File: src/design/rta_pkg.sv
package rta_pkg;
    // Relay count and channel variants
    localparam int NUM_RELAYS = 2;
    localparam int MAX_CHANNELS = 4;
    localparam int SRC_W = 2;

    // Relay cause codes
    typedef enum logic [1:0] {
        CAUSE_CLEAR = 2'b00,
        CAUSE_SENSOR_FAULT = 2'b01,
        CAUSE_OVER_TEMP = 2'b10,
        CAUSE_UNDER_TEMP = 2'b11
    } rta_cause_e;

    // Two-character status text, ASCII
    localparam logic [15:0] TEXT_CLEAR = 16'h2D2D;
    localparam logic [15:0] TEXT_SENSOR_FAULT = 16'h5346;
    localparam logic [15:0] TEXT_OVER_TEMP = 16'h4849;
    localparam logic [15:0] TEXT_UNDER_TEMP = 16'h4C4F;

    // Register map, byte addresses
    localparam int ADDR_W = 8;
    localparam logic [7:0] RELAY_STRIDE = 8'h10;
    localparam logic [3:0] REG_CFG = 4'h0;
    localparam logic [3:0] REG_HIGH = 4'h4;
    localparam logic [3:0] REG_LOW = 4'h8;
    localparam logic [3:0] REG_STATUS = 4'hC;
    localparam logic [7:0] REG_IRQ_STATUS = 8'h20;
    localparam logic [7:0] REG_IRQ_CLEAR = 8'h24;
    localparam logic [7:0] REG_IRQ_ENABLE = 8'h28;

    // Config and status field positions
    localparam int HIEN_BIT = 0;
    localparam int LOEN_BIT = 1;
    localparam int SRC_LSB = 4;
    localparam int TEXT_LSB = 16;

    // Interrupt bits: assert events low, clear events high
    localparam int IRQ_W = 2 * NUM_RELAYS;

    // Reset values
    localparam logic [31:0] SETPOINT_RST = 32'h00000000;
    localparam logic [SRC_W-1:0] SRC_RST = 2'h0;
    localparam logic ENABLE_RST = 1'b0;
    localparam logic [IRQ_W-1:0] IRQ_EN_RST = 4'h0;

    // Hysteresis band, fixed point with FRAC_BITS fraction bits
    localparam int FRAC_BITS = 12;
    localparam int HYST_MILLI_K = 250;
    localparam logic signed [31:0] HYST_FIX =
        32'(HYST_MILLI_K * (1 << FRAC_BITS) / 1000);

    // AXI responses
    localparam logic [1:0] RESP_OKAY = 2'h0;
    localparam logic [1:0] RESP_SLVERR = 2'h2;
endpackage

File: src/design/rta_relay_eval.sv
`timescale 1ns/1ps
module rta_relay_eval (
    input wire logic mclk,
    input wire logic reset_n,
    input wire logic [31:0] tempIn,
    input wire logic sensorFault,
    input wire logic [31:0] highSetpoint,
    input wire logic [31:0] lowSetpoint,
    input wire logic highEnable,
    input wire logic lowEnable,
    output rta_pkg::rta_cause_e cause
);
    rta_pkg::rta_cause_e cause_ff;
    rta_pkg::rta_cause_e nxt_cause;
    logic signed [31:0] tFix;
    logic signed [31:0] hiFix;
    logic signed [31:0] loFix;
    logic overHi;
    logic underLo;

    // Float to signed fixed point, saturating
    function automatic logic signed [31:0] toFixed(input logic [31:0] f);
        logic [31:0] mag;
        logic [31:0] res;
        int sh;
        mag = {8'h00, 1'b1, f[22:0]};
        sh = int'(f[30:23]) - (127 + 23 - rta_pkg::FRAC_BITS);
        if (f[30:23] == 8'h00) begin
            res = 32'h00000000;
        end else if (sh > 7) begin
            res = 32'h7FFFFFFF;
        end else if (sh >= 0) begin
            res = mag << sh;
        end else if (sh > -24) begin
            res = mag >> (-sh);
        end else begin
            res = 32'h00000000;
        end
        return f[31] ? -$signed(res) : $signed(res);
    endfunction

    // Set points share the units of the filtered source temperature
    assign tFix = toFixed(tempIn);
    assign hiFix = toFixed(highSetpoint);
    assign loFix = toFixed(lowSetpoint);

    // Condition tests with hysteresis on release
    always_comb begin
        overHi = highEnable && (tFix > hiFix);
        underLo = lowEnable && (tFix < loFix);
        unique case (cause_ff)
            rta_pkg::CAUSE_OVER_TEMP: begin
                overHi = highEnable &&
                    (tFix > hiFix - rta_pkg::HYST_FIX);
            end
            rta_pkg::CAUSE_UNDER_TEMP: begin
                underLo = lowEnable &&
                    (tFix < loFix + rta_pkg::HYST_FIX);
            end
            rta_pkg::CAUSE_CLEAR, rta_pkg::CAUSE_SENSOR_FAULT: begin
            end
        endcase
        // Fault beats high beats low
        if (sensorFault) begin
            nxt_cause = rta_pkg::CAUSE_SENSOR_FAULT;
        end else if (overHi) begin
            nxt_cause = rta_pkg::CAUSE_OVER_TEMP;
        end else if (underLo) begin
            nxt_cause = rta_pkg::CAUSE_UNDER_TEMP;
        end else begin
            nxt_cause = rta_pkg::CAUSE_CLEAR;
        end
    end

    // Cause register
    always_ff @(posedge mclk or negedge reset_n) begin
        if (!reset_n) begin
            cause_ff <= rta_pkg::CAUSE_CLEAR;
        end else begin
            cause_ff <= nxt_cause;
        end
    end

    assign cause = cause_ff;

    chk_fault_first: assert property (
        @(posedge mclk) disable iff (!reset_n)
        sensorFault |=> cause_ff == rta_pkg::CAUSE_SENSOR_FAULT)
        else $error("sensor fault did not take the relay");
    chk_high_gate: assert property (
        @(posedge mclk) disable iff (!reset_n)
        !highEnable |=> cause_ff != rta_pkg::CAUSE_OVER_TEMP)
        else $error("high cause with high enable off");
    chk_low_gate: assert property (
        @(posedge mclk) disable iff (!reset_n)
        !lowEnable |=> cause_ff != rta_pkg::CAUSE_UNDER_TEMP)
        else $error("low cause with low enable off");
    chk_over_assert: assert property (
        @(posedge mclk) disable iff (!reset_n)
        (!sensorFault && highEnable && tFix > hiFix)
        |=> cause_ff == rta_pkg::CAUSE_OVER_TEMP)
        else $error("over temperature not asserted");
    chk_under_assert: assert property (
        @(posedge mclk) disable iff (!reset_n)
        (!sensorFault && !highEnable && lowEnable && tFix < loFix)
        |=> cause_ff == rta_pkg::CAUSE_UNDER_TEMP)
        else $error("under temperature not asserted");
    chk_hyst_hold: assert property (
        @(posedge mclk) disable iff (!reset_n)
        (cause_ff == rta_pkg::CAUSE_OVER_TEMP && !sensorFault && highEnable
         && tFix > hiFix - rta_pkg::HYST_FIX)
        |=> cause_ff == rta_pkg::CAUSE_OVER_TEMP)
        else $error("over temperature released inside band");
    chk_hyst_release: assert property (
        @(posedge mclk) disable iff (!reset_n)
        (cause_ff == rta_pkg::CAUSE_OVER_TEMP && !sensorFault && !lowEnable
         && tFix <= hiFix - rta_pkg::HYST_FIX)
        |=> cause_ff == rta_pkg::CAUSE_CLEAR)
        else $error("over temperature not released past band");
endmodule

File: src/design/rta_top.sv
// Chosen here: the AXI4-Lite interface to the registers and the register offsets.
`timescale 1ns/1ps
module rta_top #(
    parameter int NUM_CHANNELS = 4
) (
    input wire logic mclk,
    input wire logic reset_n,
    input wire logic [NUM_CHANNELS-1:0][31:0] filteredTemp,
    input wire logic [NUM_CHANNELS-1:0] chanFault,
    input wire logic [rta_pkg::ADDR_W-1:0] awaddr,
    input wire logic [2:0] awprot,
    input wire logic awvalid,
    output logic awready,
    input wire logic [31:0] wdata,
    input wire logic [3:0] wstrb,
    input wire logic wvalid,
    output logic wready,
    output logic [1:0] bresp,
    output logic bvalid,
    input wire logic bready,
    input wire logic [rta_pkg::ADDR_W-1:0] araddr,
    input wire logic [2:0] arprot,
    input wire logic arvalid,
    output logic arready,
    output logic [31:0] rdata,
    output logic [1:0] rresp,
    output logic rvalid,
    input wire logic rready,
    output logic [rta_pkg::NUM_RELAYS-1:0] relayOut,
    output logic irq
);
    localparam int NR = rta_pkg::NUM_RELAYS;
    localparam int IW = rta_pkg::IRQ_W;

    if (NUM_CHANNELS != 2 && NUM_CHANNELS != rta_pkg::MAX_CHANNELS) begin
        $error("NUM_CHANNELS must be 2 or 4");
    end

    // Bus state
    logic awHeld_ff, nxt_awHeld;
    logic [rta_pkg::ADDR_W-1:0] awAddr_ff, nxt_awAddr;
    logic wHeld_ff, nxt_wHeld;
    logic [31:0] wData_ff, nxt_wData;
    logic [3:0] wStrb_ff, nxt_wStrb;
    logic awReady_ff, nxt_awReady;
    logic wReady_ff, nxt_wReady;
    logic bValid_ff, nxt_bValid;
    logic [1:0] bResp_ff, nxt_bResp;
    logic arReady_ff, nxt_arReady;
    logic rValid_ff, nxt_rValid;
    logic [31:0] rData_ff, nxt_rData;
    logic [1:0] rResp_ff, nxt_rResp;
    logic doWrite;

    // Relay settings and state
    logic [NR-1:0][31:0] highSp_ff, nxt_highSp;
    logic [NR-1:0][31:0] lowSp_ff, nxt_lowSp;
    logic [NR-1:0] hiEn_ff, nxt_hiEn;
    logic [NR-1:0] loEn_ff, nxt_loEn;
    logic [NR-1:0][rta_pkg::SRC_W-1:0] src_ff, nxt_src;
    logic [NR-1:0] relay_ff, nxt_relay;
    logic [IW-1:0] irqStat_ff, nxt_irqStat;
    logic [IW-1:0] irqEn_ff, nxt_irqEn;
    logic irq_ff, nxt_irq;
    rta_pkg::rta_cause_e cause [NR];
    logic [NR-1:0] causeSet;

    // Byte-lane merge for partial writes
    function automatic logic [31:0] laneMerge(input logic [31:0] old,
                                              input logic [31:0] nw,
                                              input logic [3:0] strb);
        logic [31:0] res;
        res = old;
        for (int b = 0; b < 4; b++) begin
            if (strb[b]) begin
                res[8*b +: 8] = nw[8*b +: 8];
            end
        end
        return res;
    endfunction

    // Address is a relay register or an interrupt register
    function automatic logic isMapped(input logic [rta_pkg::ADDR_W-1:0] a);
        logic hit;
        hit = (a[7:4] < 4'(NR)) ||
            (a == rta_pkg::REG_IRQ_STATUS) ||
            (a == rta_pkg::REG_IRQ_CLEAR) ||
            (a == rta_pkg::REG_IRQ_ENABLE);
        return hit && (a[1:0] == 2'h0);
    endfunction

    // Status text for a cause code
    function automatic logic [15:0] causeText(input rta_pkg::rta_cause_e c);
        logic [15:0] t;
        t = rta_pkg::TEXT_CLEAR;
        unique case (c)
            rta_pkg::CAUSE_CLEAR: t = rta_pkg::TEXT_CLEAR;
            rta_pkg::CAUSE_SENSOR_FAULT: t = rta_pkg::TEXT_SENSOR_FAULT;
            rta_pkg::CAUSE_OVER_TEMP: t = rta_pkg::TEXT_OVER_TEMP;
            rta_pkg::CAUSE_UNDER_TEMP: t = rta_pkg::TEXT_UNDER_TEMP;
        endcase
        return t;
    endfunction

    // One evaluator per relay on its selected source
    for (genvar r = 0; r < NR; r++) begin : gRelay
        rta_relay_eval uEval (
            .mclk(mclk),
            .reset_n(reset_n),
            .tempIn(filteredTemp[src_ff[r]]),
            .sensorFault(chanFault[src_ff[r]]),
            .highSetpoint(highSp_ff[r]),
            .lowSetpoint(lowSp_ff[r]),
            .highEnable(hiEn_ff[r]),
            .lowEnable(loEn_ff[r]),
            .cause(cause[r])
        );
        assign causeSet[r] = cause[r] != rta_pkg::CAUSE_CLEAR;
    end

    // Write channel: address and data in either order
    always_comb begin
        nxt_awHeld = awHeld_ff;
        nxt_awAddr = awAddr_ff;
        nxt_wHeld = wHeld_ff;
        nxt_wData = wData_ff;
        nxt_wStrb = wStrb_ff;
        nxt_bValid = bValid_ff;
        nxt_bResp = bResp_ff;
        doWrite = 1'b0;
        if (awvalid && awReady_ff) begin
            nxt_awHeld = 1'b1;
            nxt_awAddr = awaddr;
        end
        if (wvalid && wReady_ff) begin
            nxt_wHeld = 1'b1;
            nxt_wData = wdata;
            nxt_wStrb = wstrb;
        end
        if (bValid_ff && bready) begin
            nxt_bValid = 1'b0;
        end
        if (awHeld_ff && wHeld_ff && !bValid_ff) begin
            doWrite = 1'b1;
            nxt_awHeld = 1'b0;
            nxt_wHeld = 1'b0;
            nxt_bValid = 1'b1;
            nxt_bResp = isMapped(awAddr_ff) ? rta_pkg::RESP_OKAY
                                            : rta_pkg::RESP_SLVERR;
        end
        nxt_awReady = !nxt_awHeld && !nxt_bValid;
        nxt_wReady = !nxt_wHeld && !nxt_bValid;
    end

    // Read channel: one cycle to data
    always_comb begin
        nxt_arReady = arReady_ff;
        nxt_rValid = rValid_ff;
        nxt_rData = rData_ff;
        nxt_rResp = rResp_ff;
        if (rValid_ff && rready) begin
            nxt_rValid = 1'b0;
        end
        if (arvalid && arReady_ff) begin
            nxt_rValid = 1'b1;
            nxt_rData = 32'h00000000;
            nxt_rResp = isMapped(araddr) ? rta_pkg::RESP_OKAY
                                         : rta_pkg::RESP_SLVERR;
            if (araddr == rta_pkg::REG_IRQ_STATUS) begin
                nxt_rData[IW-1:0] = irqStat_ff;
            end else if (araddr == rta_pkg::REG_IRQ_ENABLE) begin
                nxt_rData[IW-1:0] = irqEn_ff;
            end else if (araddr[7:4] < 4'(NR) && araddr[1:0] == 2'h0) begin
                unique case (araddr[3:0])
                    rta_pkg::REG_CFG: begin
                        nxt_rData[rta_pkg::HIEN_BIT] =
                            hiEn_ff[araddr[4]];
                        nxt_rData[rta_pkg::LOEN_BIT] = loEn_ff[araddr[4]];
                        nxt_rData[rta_pkg::SRC_LSB +: rta_pkg::SRC_W] =
                            src_ff[araddr[4]];
                    end
                    rta_pkg::REG_HIGH: nxt_rData = highSp_ff[araddr[4]];
                    rta_pkg::REG_LOW: nxt_rData = lowSp_ff[araddr[4]];
                    rta_pkg::REG_STATUS: begin
                        nxt_rData[1:0] = cause[araddr[4]];
                        nxt_rData[rta_pkg::TEXT_LSB +: 16] =
                            causeText(cause[araddr[4]]);
                    end
                    default: nxt_rData = 32'h00000000;
                endcase
            end
        end
        nxt_arReady = !nxt_rValid;
    end

    // Settings, relay pins and interrupts
    always_comb begin
        nxt_highSp = highSp_ff;
        nxt_lowSp = lowSp_ff;
        nxt_hiEn = hiEn_ff;
        nxt_loEn = loEn_ff;
        nxt_src = src_ff;
        nxt_irqEn = irqEn_ff;
        nxt_irqStat = irqStat_ff;
        if (doWrite && awAddr_ff[7:4] < 4'(NR) && awAddr_ff[1:0] == 2'h0) begin
            unique case (awAddr_ff[3:0])
                rta_pkg::REG_CFG: begin
                    if (wStrb_ff[0]) begin
                        nxt_hiEn[awAddr_ff[4]] =
                            wData_ff[rta_pkg::HIEN_BIT];
                        nxt_loEn[awAddr_ff[4]] =
                            wData_ff[rta_pkg::LOEN_BIT];
                        if (32'(wData_ff[rta_pkg::SRC_LSB +: rta_pkg::SRC_W])
                            < 32'(NUM_CHANNELS)) begin
                            nxt_src[awAddr_ff[4]] = wData_ff[
                                rta_pkg::SRC_LSB +: rta_pkg::SRC_W];
                        end
                    end
                end
                rta_pkg::REG_HIGH: nxt_highSp[awAddr_ff[4]] = laneMerge(
                    highSp_ff[awAddr_ff[4]], wData_ff, wStrb_ff);
                rta_pkg::REG_LOW: nxt_lowSp[awAddr_ff[4]] = laneMerge(
                    lowSp_ff[awAddr_ff[4]], wData_ff, wStrb_ff);
                default: begin
                end
            endcase
        end
        if (doWrite && awAddr_ff == rta_pkg::REG_IRQ_ENABLE
            && wStrb_ff[0]) begin
            nxt_irqEn = wData_ff[IW-1:0];
        end
        if (doWrite && awAddr_ff == rta_pkg::REG_IRQ_CLEAR
            && wStrb_ff[0]) begin
            nxt_irqStat = nxt_irqStat & ~wData_ff[IW-1:0];
        end
        // New events win over a clear in the same cycle
        nxt_irqStat = nxt_irqStat
            | {relay_ff & ~causeSet, causeSet & ~relay_ff};
        nxt_relay = causeSet;
        nxt_irq = |(nxt_irqStat & nxt_irqEn);
    end

    // State registers
    always_ff @(posedge mclk or negedge reset_n) begin
        if (!reset_n) begin
            awHeld_ff <= 1'b0;
            awAddr_ff <= '0;
            wHeld_ff <= 1'b0;
            wData_ff <= 32'h00000000;
            wStrb_ff <= 4'h0;
            awReady_ff <= 1'b0;
            wReady_ff <= 1'b0;
            bValid_ff <= 1'b0;
            bResp_ff <= rta_pkg::RESP_OKAY;
            arReady_ff <= 1'b0;
            rValid_ff <= 1'b0;
            rData_ff <= 32'h00000000;
            rResp_ff <= rta_pkg::RESP_OKAY;
            highSp_ff <= {NR{rta_pkg::SETPOINT_RST}};
            lowSp_ff <= {NR{rta_pkg::SETPOINT_RST}};
            hiEn_ff <= {NR{rta_pkg::ENABLE_RST}};
            loEn_ff <= {NR{rta_pkg::ENABLE_RST}};
            src_ff <= {NR{rta_pkg::SRC_RST}};
            relay_ff <= '0;
            irqStat_ff <= '0;
            irqEn_ff <= rta_pkg::IRQ_EN_RST;
            irq_ff <= 1'b0;
        end else begin
            awHeld_ff <= nxt_awHeld;
            awAddr_ff <= nxt_awAddr;
            wHeld_ff <= nxt_wHeld;
            wData_ff <= nxt_wData;
            wStrb_ff <= nxt_wStrb;
            awReady_ff <= nxt_awReady;
            wReady_ff <= nxt_wReady;
            bValid_ff <= nxt_bValid;
            bResp_ff <= nxt_bResp;
            arReady_ff <= nxt_arReady;
            rValid_ff <= nxt_rValid;
            rData_ff <= nxt_rData;
            rResp_ff <= nxt_rResp;
            highSp_ff <= nxt_highSp;
            lowSp_ff <= nxt_lowSp;
            hiEn_ff <= nxt_hiEn;
            loEn_ff <= nxt_loEn;
            src_ff <= nxt_src;
            relay_ff <= nxt_relay;
            irqStat_ff <= nxt_irqStat;
            irqEn_ff <= nxt_irqEn;
            irq_ff <= nxt_irq;
        end
    end

    // Output drive
    assign awready = awReady_ff;
    assign wready = wReady_ff;
    assign bvalid = bValid_ff;
    assign bresp = bResp_ff;
    assign arready = arReady_ff;
    assign rvalid = rValid_ff;
    assign rdata = rData_ff;
    assign rresp = rResp_ff;
    assign relayOut = relay_ff;
    assign irq = irq_ff;

    chk_relay_pin: assert property (
        @(posedge mclk) disable iff (!reset_n)
        relay_ff == $past(causeSet))
        else $error("relay pins do not follow the causes");
    chk_setpoint_store: assert property (
        @(posedge mclk) disable iff (!reset_n)
        (doWrite && awAddr_ff == rta_pkg::REG_HIGH && wStrb_ff == 4'hF)
        |=> highSp_ff[0] == $past(wData_ff))
        else $error("high set point not stored whole");
    chk_irq_level: assert property (@(posedge mclk) disable iff (!reset_n)
        ##1 irq_ff == |(irqStat_ff & irqEn_ff))
        else $error("interrupt level wrong");
endmodule

File: config.mk
export PLATFORM = sky130hd
export DESIGN_NAME = rta_top
export DESIGN_NICKNAME = d
export VERILOG_FILES = /design/src/design/rta_pkg.sv /design/src/design/rta_relay_eval.sv /design/src/design/rta_top.sv
export SDC_FILE = /design/constraint.sdc
export NUM_CORES = 2
export LEC_CHECK = 0
export BUFFER_PORTS_ARGS = -buffer_cell sky130_fd_sc_hd__buf_2
export CAP_MARGIN = 20
export CORE_MARGIN = 4
export CORE_UTILIZATION = 40
export CTS_BUF_LIST = sky130_fd_sc_hd__clkbuf_4 sky130_fd_sc_hd__clkbuf_8 sky130_fd_sc_hd__clkbuf_16
export DETAILED_ROUTE_END_ITERATION = 16
export HOLD_SLACK_MARGIN = 0.12
export PLACE_DENSITY = 0.61
export REMOVE_ABC_BUFFERS = 1
export SLEW_MARGIN = 20
export SYNTH_ARGS = -nofsm -noshare
export SYNTH_HDL_FRONTEND = slang
export SYNTH_SLANG_ARGS = --single-unit
File: constraint.sdc
create_clock -name mclk -period 10.2 [get_ports mclk]
set_input_delay 1.02 -clock mclk [delete_from_list [all_inputs] [get_ports mclk]]
set_output_delay 1.02 -clock mclk [all_outputs]
set_load 0.01 [all_outputs]
; Word level (Yosys, flattened, before mapping)
; Cells that the tools add are included.
; Widths: inputs -> output; s select.
[classes]
n_addsub = 22
n_lt_le_gt_ge = 34
eq_ne = 18
n_shift = 12
n_mux = 124
bitwise_logic = 9
n_reduce_logical = 55
[ops]
columns = op, count
row1 = $mux 32, 42
row2 = $neg 32->32, 12
row3 = $ge 32x1->1 const B, 6
row4 = $gt 32x4->1 const B, 6
row5 = $gt 32x6->1 const B, 6
row6 = $mux 8, 24
row7 = $shl 24x32->32, 6
row8 = $shr 24x32->32, 6
row9 = $bmux 32 s2, 2
row10 = $bwmux 64, 2
row11 = $gt 32x32->1, 4
row12 = $lt 32x32->1, 4
row13 = $add 32x12->32 const B, 2
row14 = $pmux 16 s4, 1
row15 = $sub 32x12->32 const B, 2
row16 = $mux 28, 2
row17 = $sub 8x8->9 const B, 6
row18 = $eq 8x6->1 const B, 6
row19 = $logic_not 8->1, 6
row20 = $pmux 16 s3, 1
row21 = $demux 32 s1, 1
row22 = $mux 2, 14
row23 = $logic_and 1x1->1, 27
row24 = $mux 1, 20
row25 = other kinds (33), 66
[totals]
regBits = 238
in_bits = 197
word_cells = 301

; Longest topological paths before layout
[depth]
depth_word = 17
ltp_mapped = 46
ltp_nobuf = 42

; Modules after synthesis
; From an unflattened synthesis, not the netlist that was laid out.
[hier_totals]
hier_cells = 5685
hier_area_um2 = 46896.2
[modules_own_cells]
columns = mod, instances, cells_per_inst, area_each_um2
row1 = rta_relay_eval (gRelay[1].uEval), 1, 2399, 17596.9
row2 = rta_relay_eval (gRelay[0].uEval), 1, 2458, 17416.7
row3 = rta_top, 1, 828, 11882.6

; Worst setup path before layout
; OpenSTA, ideal clock, no wires.
[synth_timing]
path_type = reg2reg
from = register lowSp_ff[24] in the netlist's numbering
to = register gRelay[0].uEval.cause_ff[1]
arrival_ns = 9.251
required_ns = 10.122
slack_ns = 0.871
stages_incl_launch_ff = 45
synth_period_minus_slack_ns = 9.329
cell_sequence = dfrtp_1 buf_2 clkbuf_1 inv_2 ha_1 buf_2 nand2b_1 a21oi_1 nand2_1 buf_4 nor2_1 nand2_1 ha_1 or4_1 nor4_1 nand2_1 mux2i_1 clkbuf_1 [... 9 more ...] nand2_1 nor3_1 xor2_1 ha_1 a21o_1 a21o_1 a21o_1 a21o_1 a21oi_1 nor2b_1 o21ai_0 nand2b_1 a221o_1 a2111oi_0 and3_1 nor2_1 o2111a_1 a21oi_1
[synth_via]
elab_chain_cells = 16
elab_cells_between_ends = 23
classes_between = add/sub (4) / order compare (5) / shift (2) / mux (9) / reduce/logical (3)
[synth_rtl]
columns = item, line
row1 = "start, declared", rta_top.sv:57  ; logic [NR-1:0][31:0] lowSp_ff, nxt_lowSp;
row2 = "start signal, assigned", rta_top.sv:260  ; lowSp_ff <= {NR{rta_pkg::SETPOINT_RST}};
row3 = "start signal, assigned", rta_top.sv:283  ; lowSp_ff <= nxt_lowSp;
row4 = $sub 8x8->9, rta_relay_eval.sv:27  ; sh = int'(f[30:23]) - (127 + 23 - rta_pkg::FRAC_BITS);
row5 = $neg 32->32, rta_relay_eval.sv:35  ; res = mag >> (-sh);
row6 = $shr 24x32->32, rta_relay_eval.sv:35
row7 = $mux 32, rta_relay_eval.sv:34  ; end else if (sh > -24) begin
row8 = $mux 32, rta_relay_eval.sv:32  ; end else if (sh >= 0) begin
row9 = $mux 32, rta_relay_eval.sv:30  ; end else if (sh > 7) begin
row10 = $mux 32 (*), rta_relay_eval.sv:28  ; if (f[30:23] == 8'h00) begin
row11 = $neg 32->32, rta_relay_eval.sv:39  ; return f[31] ? -$signed(res) : $signed(res);
row12 = $mux 32 (*), rta_relay_eval.sv:39
row13 = $add 32x12->32, rta_relay_eval.sv:58  ; (tFix < loFix + rta_pkg::HYST_FIX);
row14 = $lt 32x32->1, rta_relay_eval.sv:58
row15 = $logic_and 1x1->1, rta_relay_eval.sv:57  ; underLo = lowEnable &&
row16 = $mux 1 (*), rta_relay_eval.sv:51  ; unique case (cause_ff)
row17 = $mux 2 (*), rta_relay_eval.sv:68  ; end else if (underLo) begin
row18 = $mux 2 (*), rta_relay_eval.sv:66  ; end else if (overHi) begin
row19 = $mux 2 (*), rta_relay_eval.sv:64  ; if (sensorFault) begin
row20 = via gRelay[0].uEval.nxt_cause[1], rta_relay_eval.sv:14  ; rta_pkg::rta_cause_e nxt_cause;
row21 = "end signal, assigned", rta_relay_eval.sv:78  ; cause_ff <= rta_pkg::CAUSE_CLEAR;
row22 = "end signal, assigned", rta_relay_eval.sv:80  ; cause_ff <= nxt_cause;
row23 = "end, declared", rta_relay_eval.sv:13  ; rta_pkg::rta_cause_e cause_ff;
; The timed path passes the listed nets; every way through them passes the cells marked *.
; A chain may end at the register's enable or synchronous reset.

; Final worst setup path
[layout_timing]
from = register highSp_ff[25] in the netlist's numbering
to = register gRelay[0].uEval.cause_ff[0]
[layout_via]
elab_chain_cells = 15
elab_cells_between_ends = 22
classes_between = add/sub (4) / order compare (5) / shift (2) / mux (8) / reduce/logical (3)
[layout_rtl]
columns = item, line
row1 = "start, declared", rta_top.sv:56  ; logic [NR-1:0][31:0] highSp_ff, nxt_highSp;
row2 = "start signal, assigned", rta_top.sv:259  ; highSp_ff <= {NR{rta_pkg::SETPOINT_RST}};
row3 = "start signal, assigned", rta_top.sv:282  ; highSp_ff <= nxt_highSp;
row4 = $sub 8x8->9, rta_relay_eval.sv:27
row5 = $neg 32->32, rta_relay_eval.sv:35
row6 = $shr 24x32->32, rta_relay_eval.sv:35
row7 = $mux 32, rta_relay_eval.sv:34
row8 = $mux 32, rta_relay_eval.sv:32
row9 = $mux 32, rta_relay_eval.sv:30
row10 = $mux 32 (*), rta_relay_eval.sv:28
row11 = $neg 32->32, rta_relay_eval.sv:39
row12 = $mux 32 (*), rta_relay_eval.sv:39
row13 = $sub 32x12->32, rta_relay_eval.sv:54  ; (tFix > hiFix - rta_pkg::HYST_FIX);
row14 = $gt 32x32->1, rta_relay_eval.sv:54
row15 = $logic_and 1x1->1, rta_relay_eval.sv:53  ; overHi = highEnable &&
row16 = $mux 1 (*), rta_relay_eval.sv:51
row17 = $mux 2 (*), rta_relay_eval.sv:66
row18 = $mux 2 (*), rta_relay_eval.sv:64
row19 = via gRelay[0].uEval.nxt_cause[0], rta_relay_eval.sv:14
; Marked as above.

==> flow_summary.json <==
{
  "core_um2": 111000,
  "gp_congestion": 1.03,
  "post-synth-top-count-cell": "nand2_1",
  "via_per_inst": 6.65,
  "ys_seq_elements": 236,
  "rr_worst_depth": 37,
  "worst_pin_slew_ns": 1.09,
  "maxSlewViolCount": 0,
  "cts_inserted_buffers": 29,
  "finalWirelength_um": 177000,
  "endpoint": "gRelay[0].uEval.cause[0]",
  "place_inst": 6950,
  "nets": 5990,
  "period_share": 0.930,
  "rsz0062_at_grt": "false",
  "syn_to_final_growth_pct": 8.38,
  "r2r-end": "gRelay[0].uEval.cause[0]",
  "drtIter0Drc": 6225,
  "finalPower_uw": 7660,
  "synth_edf_count": 0,
  "fmaxAchievable_mhz": 105,
  "clock-skew-final_ns": 0.0468,
  "yosysTopAreaCell": "dfrtp_1",
  "cts_buffer_depth": 3,
  "grt_use_total": 0.286,
  "rows": 122,
  "r2r_start": "highSp_ff[25]",
  "r2r_setup_slack_ns": 0.72,
  "critPathSlowestCell": "or4b_2",
  "hpwl_um": 141000,
  "synthArstFlopShare": 1.00,
  "synthCells": 5462,
  "startpoint_type": "flop",
  "synth_area_leaders": "dfrtp_1 13%, mux4_2 11%, ha_1 8.4%",
  "setup_tns_ns": 0,
  "grt_pass1_vias": 42000,
  "cts_hold_buffers": 0,
  "antenna_found_initial": 3,
  "finalHoldViolations": 0,
  "cts_resized": 0,
  "fin_cells": 7001,
  "seq_power_share": 0.193,
  "cts_root_buffer": "clkbuf_16",
  "synth_ff_type": "dfrtp_1",
  "synth_warnings": 0,
  "cts_sinks": 236,
  "avgSynthCellArea_um2": 8.19,
  "yosys.area.top_type_share": 0.132,
  "clockPowerShare": 0.137,
  "pwr-share-comb": 0.671,
  "initial_core_util": 0.404,
  "status": "completed",
  "crit_required_ns": 10.68,
  "worstPathMaxFanout": 13,
  "io_buffers": 232,
  "fillers": 11200,
  "drive_gt1_frac": 0.202,
  "wl_per_cell_um": 25.3,
  "cap_violations": 0,
  "period_needed_ns": 9.48,
  "path_clk_slew_ns": 0.07,
  "end_kind": "flop",
  "firstDrtPassIters": 7,
  "final_util": 0.437,
  "switching_share": 0.516,
  "synth_common_cells": "498 x nand2_1, 411 x nor2_1, 332 x mux2_2",
  "synth_seq_area_share": 0.132,
  "p_int_uw": 3700,
  "netlist_area_um2": 44700,
  "relSlewSlack": 0.268,
  "powerDensity_nw_per_um2": 158,
  "grt_max_degree": 85,
  "startpoint": "highSp_ff[25]",
  "grt-ovfl-total": 0,
  "cts-htree-levels": 1,
  "hold_path.class": "in -> async",
  "remaining_drc_errors": 0,
  "clock_latency_ns": 0.59,
  "dieHeight_um": 342,
  "yosysUniqueCellTypes": 112,
  "vias": 46600,
  "p_leak_uw": 0.0193,
  "cts_tree": "yes",
  "slowest_delay_ns": 0.66,
  "p_switching_uw": 3960,
  "cpMostUsedCell": "ha_1",
  "critPathKind": "reg -> reg",
  "cts_setup_buffers": 0,
  "die_w_um": 342,
  "arrival_ns": 9.96,
  "die-area_um2": 117000,
  "setup_viol": 0,
  "grt_pass1_wl_um": 266000,
  "ir_drop_uv": 171,
  "pin_count": 241,
  "ant_nets": 0
}
-- cells by family after synthesis --
family,share of synthesized area
other,0.0000838
muxes,0.256
DFF,0.132
xor gates and xnor gates,0.0632
and+or+nand+nor,0.200
AOI/OAI and AO/OA,0.217
adders and majority gates,0.0839
buffers and inverters,0.0474
-- cells in the final DEF (no fill, tap or decap), drive strengths merged, types with 19 or more instances in the layout --
cell type,synthesis,routed
nand2,499,499
nor2,414,414
buf,135,404
o21ai,346,346
mux2,332,332
mux2i,301,301
ha,300,300
a21oi,295,295
dfrtp,236,236
mux4,209,209
xnor2,198,198
nor3,142,142
nand3,141,141
xor2,119,119
nand4,118,118
inv,108,112
a31oi,81,81
a21o,73,73
or3,69,69
a211oi,67,67
nand2b,66,66
nor2b,66,66
nor4,65,65
o31ai,57,57
o211ai,55,55
a22o,54,54
and3,44,44
and2,39,39
o22ai,37,37
clkbuf,270,37
a221oi,36,36
a2111oi,35,35
o21a,31,31
or2,29,29
o41ai,27,27
a22oi,22,22
or4,21,21
o2111ai,19,19
o221ai,19,19
-- how the worst min path moves through the flow --
| stage | end | slack [ns] | cells past startpoint |
|---|---|---|---|
| 3_5_place_dp | awready | 0.46 | 1 |
| 6_report | lowSp_ff[5] | 0.45 | 1 |
| 5_1_grt | rvalid | 0.50 | 1 |
| 2_1_floorplan | awready | 0.44 | 1 |
| 4_1_cts | lowSp_ff[5] | 0.47 | 1 |
| 3_3_place_gp | awready | 0.47 | 1 |
-- sequential cells by signal, indices dropped and copies added (netlist names) --
| signal | cells |
|---|---|
| src_ff | 4 |
| gRelay.uEval.cause | 4 |
| bvalid | 1 |
| hiEn_ff | 2 |
| rdata | 32 |
| irqEn_ff | 4 |
| wStrb_ff | 4 |
| awready | 1 |
| irq | 1 |
| rvalid | 1 |
| arready | 1 |
| wHeld_ff | 1 |
| loEn_ff | 2 |
| lowSp_ff | 64 |
| wData_ff | 32 |
| rresp | 1 |
| irqStat_ff | 4 |
| wready | 1 |
| relayOut | 2 |
| awHeld_ff | 1 |
| bresp | 1 |
| awAddr_ff | 8 |
| highSp_ff | 64 |
-- power groups by stage --
stage / Sequential, uW / Clock (uW) / Combinational, uW
global placement: 1470 / 0 / 4950
detailed placement: 1480 / 0 / 4990
global route: 1480 / 1100 / 5590
floorplan: 1340 / 0 / 3460
finish: 1480 / 1050 / 5140
CTS: 1460 / 1060 / 5020
-- critical path, delay by kind of cell, from the launching register on --
family | cells | cell delay, ns
fa+ha+maj | 4 | 0.99
compound gates | 10 | 1.78
xor+xnor | 2 | 0.51
buf+inv | 4 | 0.72
simple gates | 16 | 4.86
mux | 1 | 0.14
flops | 1 | 0.35
-- through the flow --
| step | hold WS, ns | worst slack, ns | cell area, um^2 |
|---|---|---|---|
| 2_1_floorplan | 0.437 | -0.668 | 43100 |
| 3_3_place_gp | 0.472 | 0.692 | 47500 |
| 3_5_place_dp | 0.460 | 0.606 | 47500 |
| 4_1_cts | 0.472 | 0.626 | 48400 |
| 5_1_grt | 0.496 | 0.0584 | 48500 |
| 6_report | 0.448 | 0.717 | 48500 |
-- layer usage --
metal / up-vias / wire (um) / GRT usage
met4: 2 / 6310 / 0.0828
met2: 2545 / 76600 / 0.439
met3: 357 / 16900 / 0.0393
met5: - / 13 / 0
li1: 21000 / - / -
met1: 22600 / 77200 / 0.419
-- area by class of cell --
class | instances | area (um^2) | share of cell area
Multi-Input combinational cell | 4705 | 36800 | 0.760
Sequential cell | 236 | 5920 | 0.122
Timing Repair Buffer | 404 | 2470 | 0.0509
Tap cell | 1488 | 1860 | 0.0384
Clock buffer | 37 | 805 | 0.0166
Inverter | 117 | 439 | 0.00906
Clock inverter | 13 | 138 | 0.00284
Antenna cell | 1 | 2.50 | 0.0000516
Note: power is estimated with default switching activity, not from simulation.
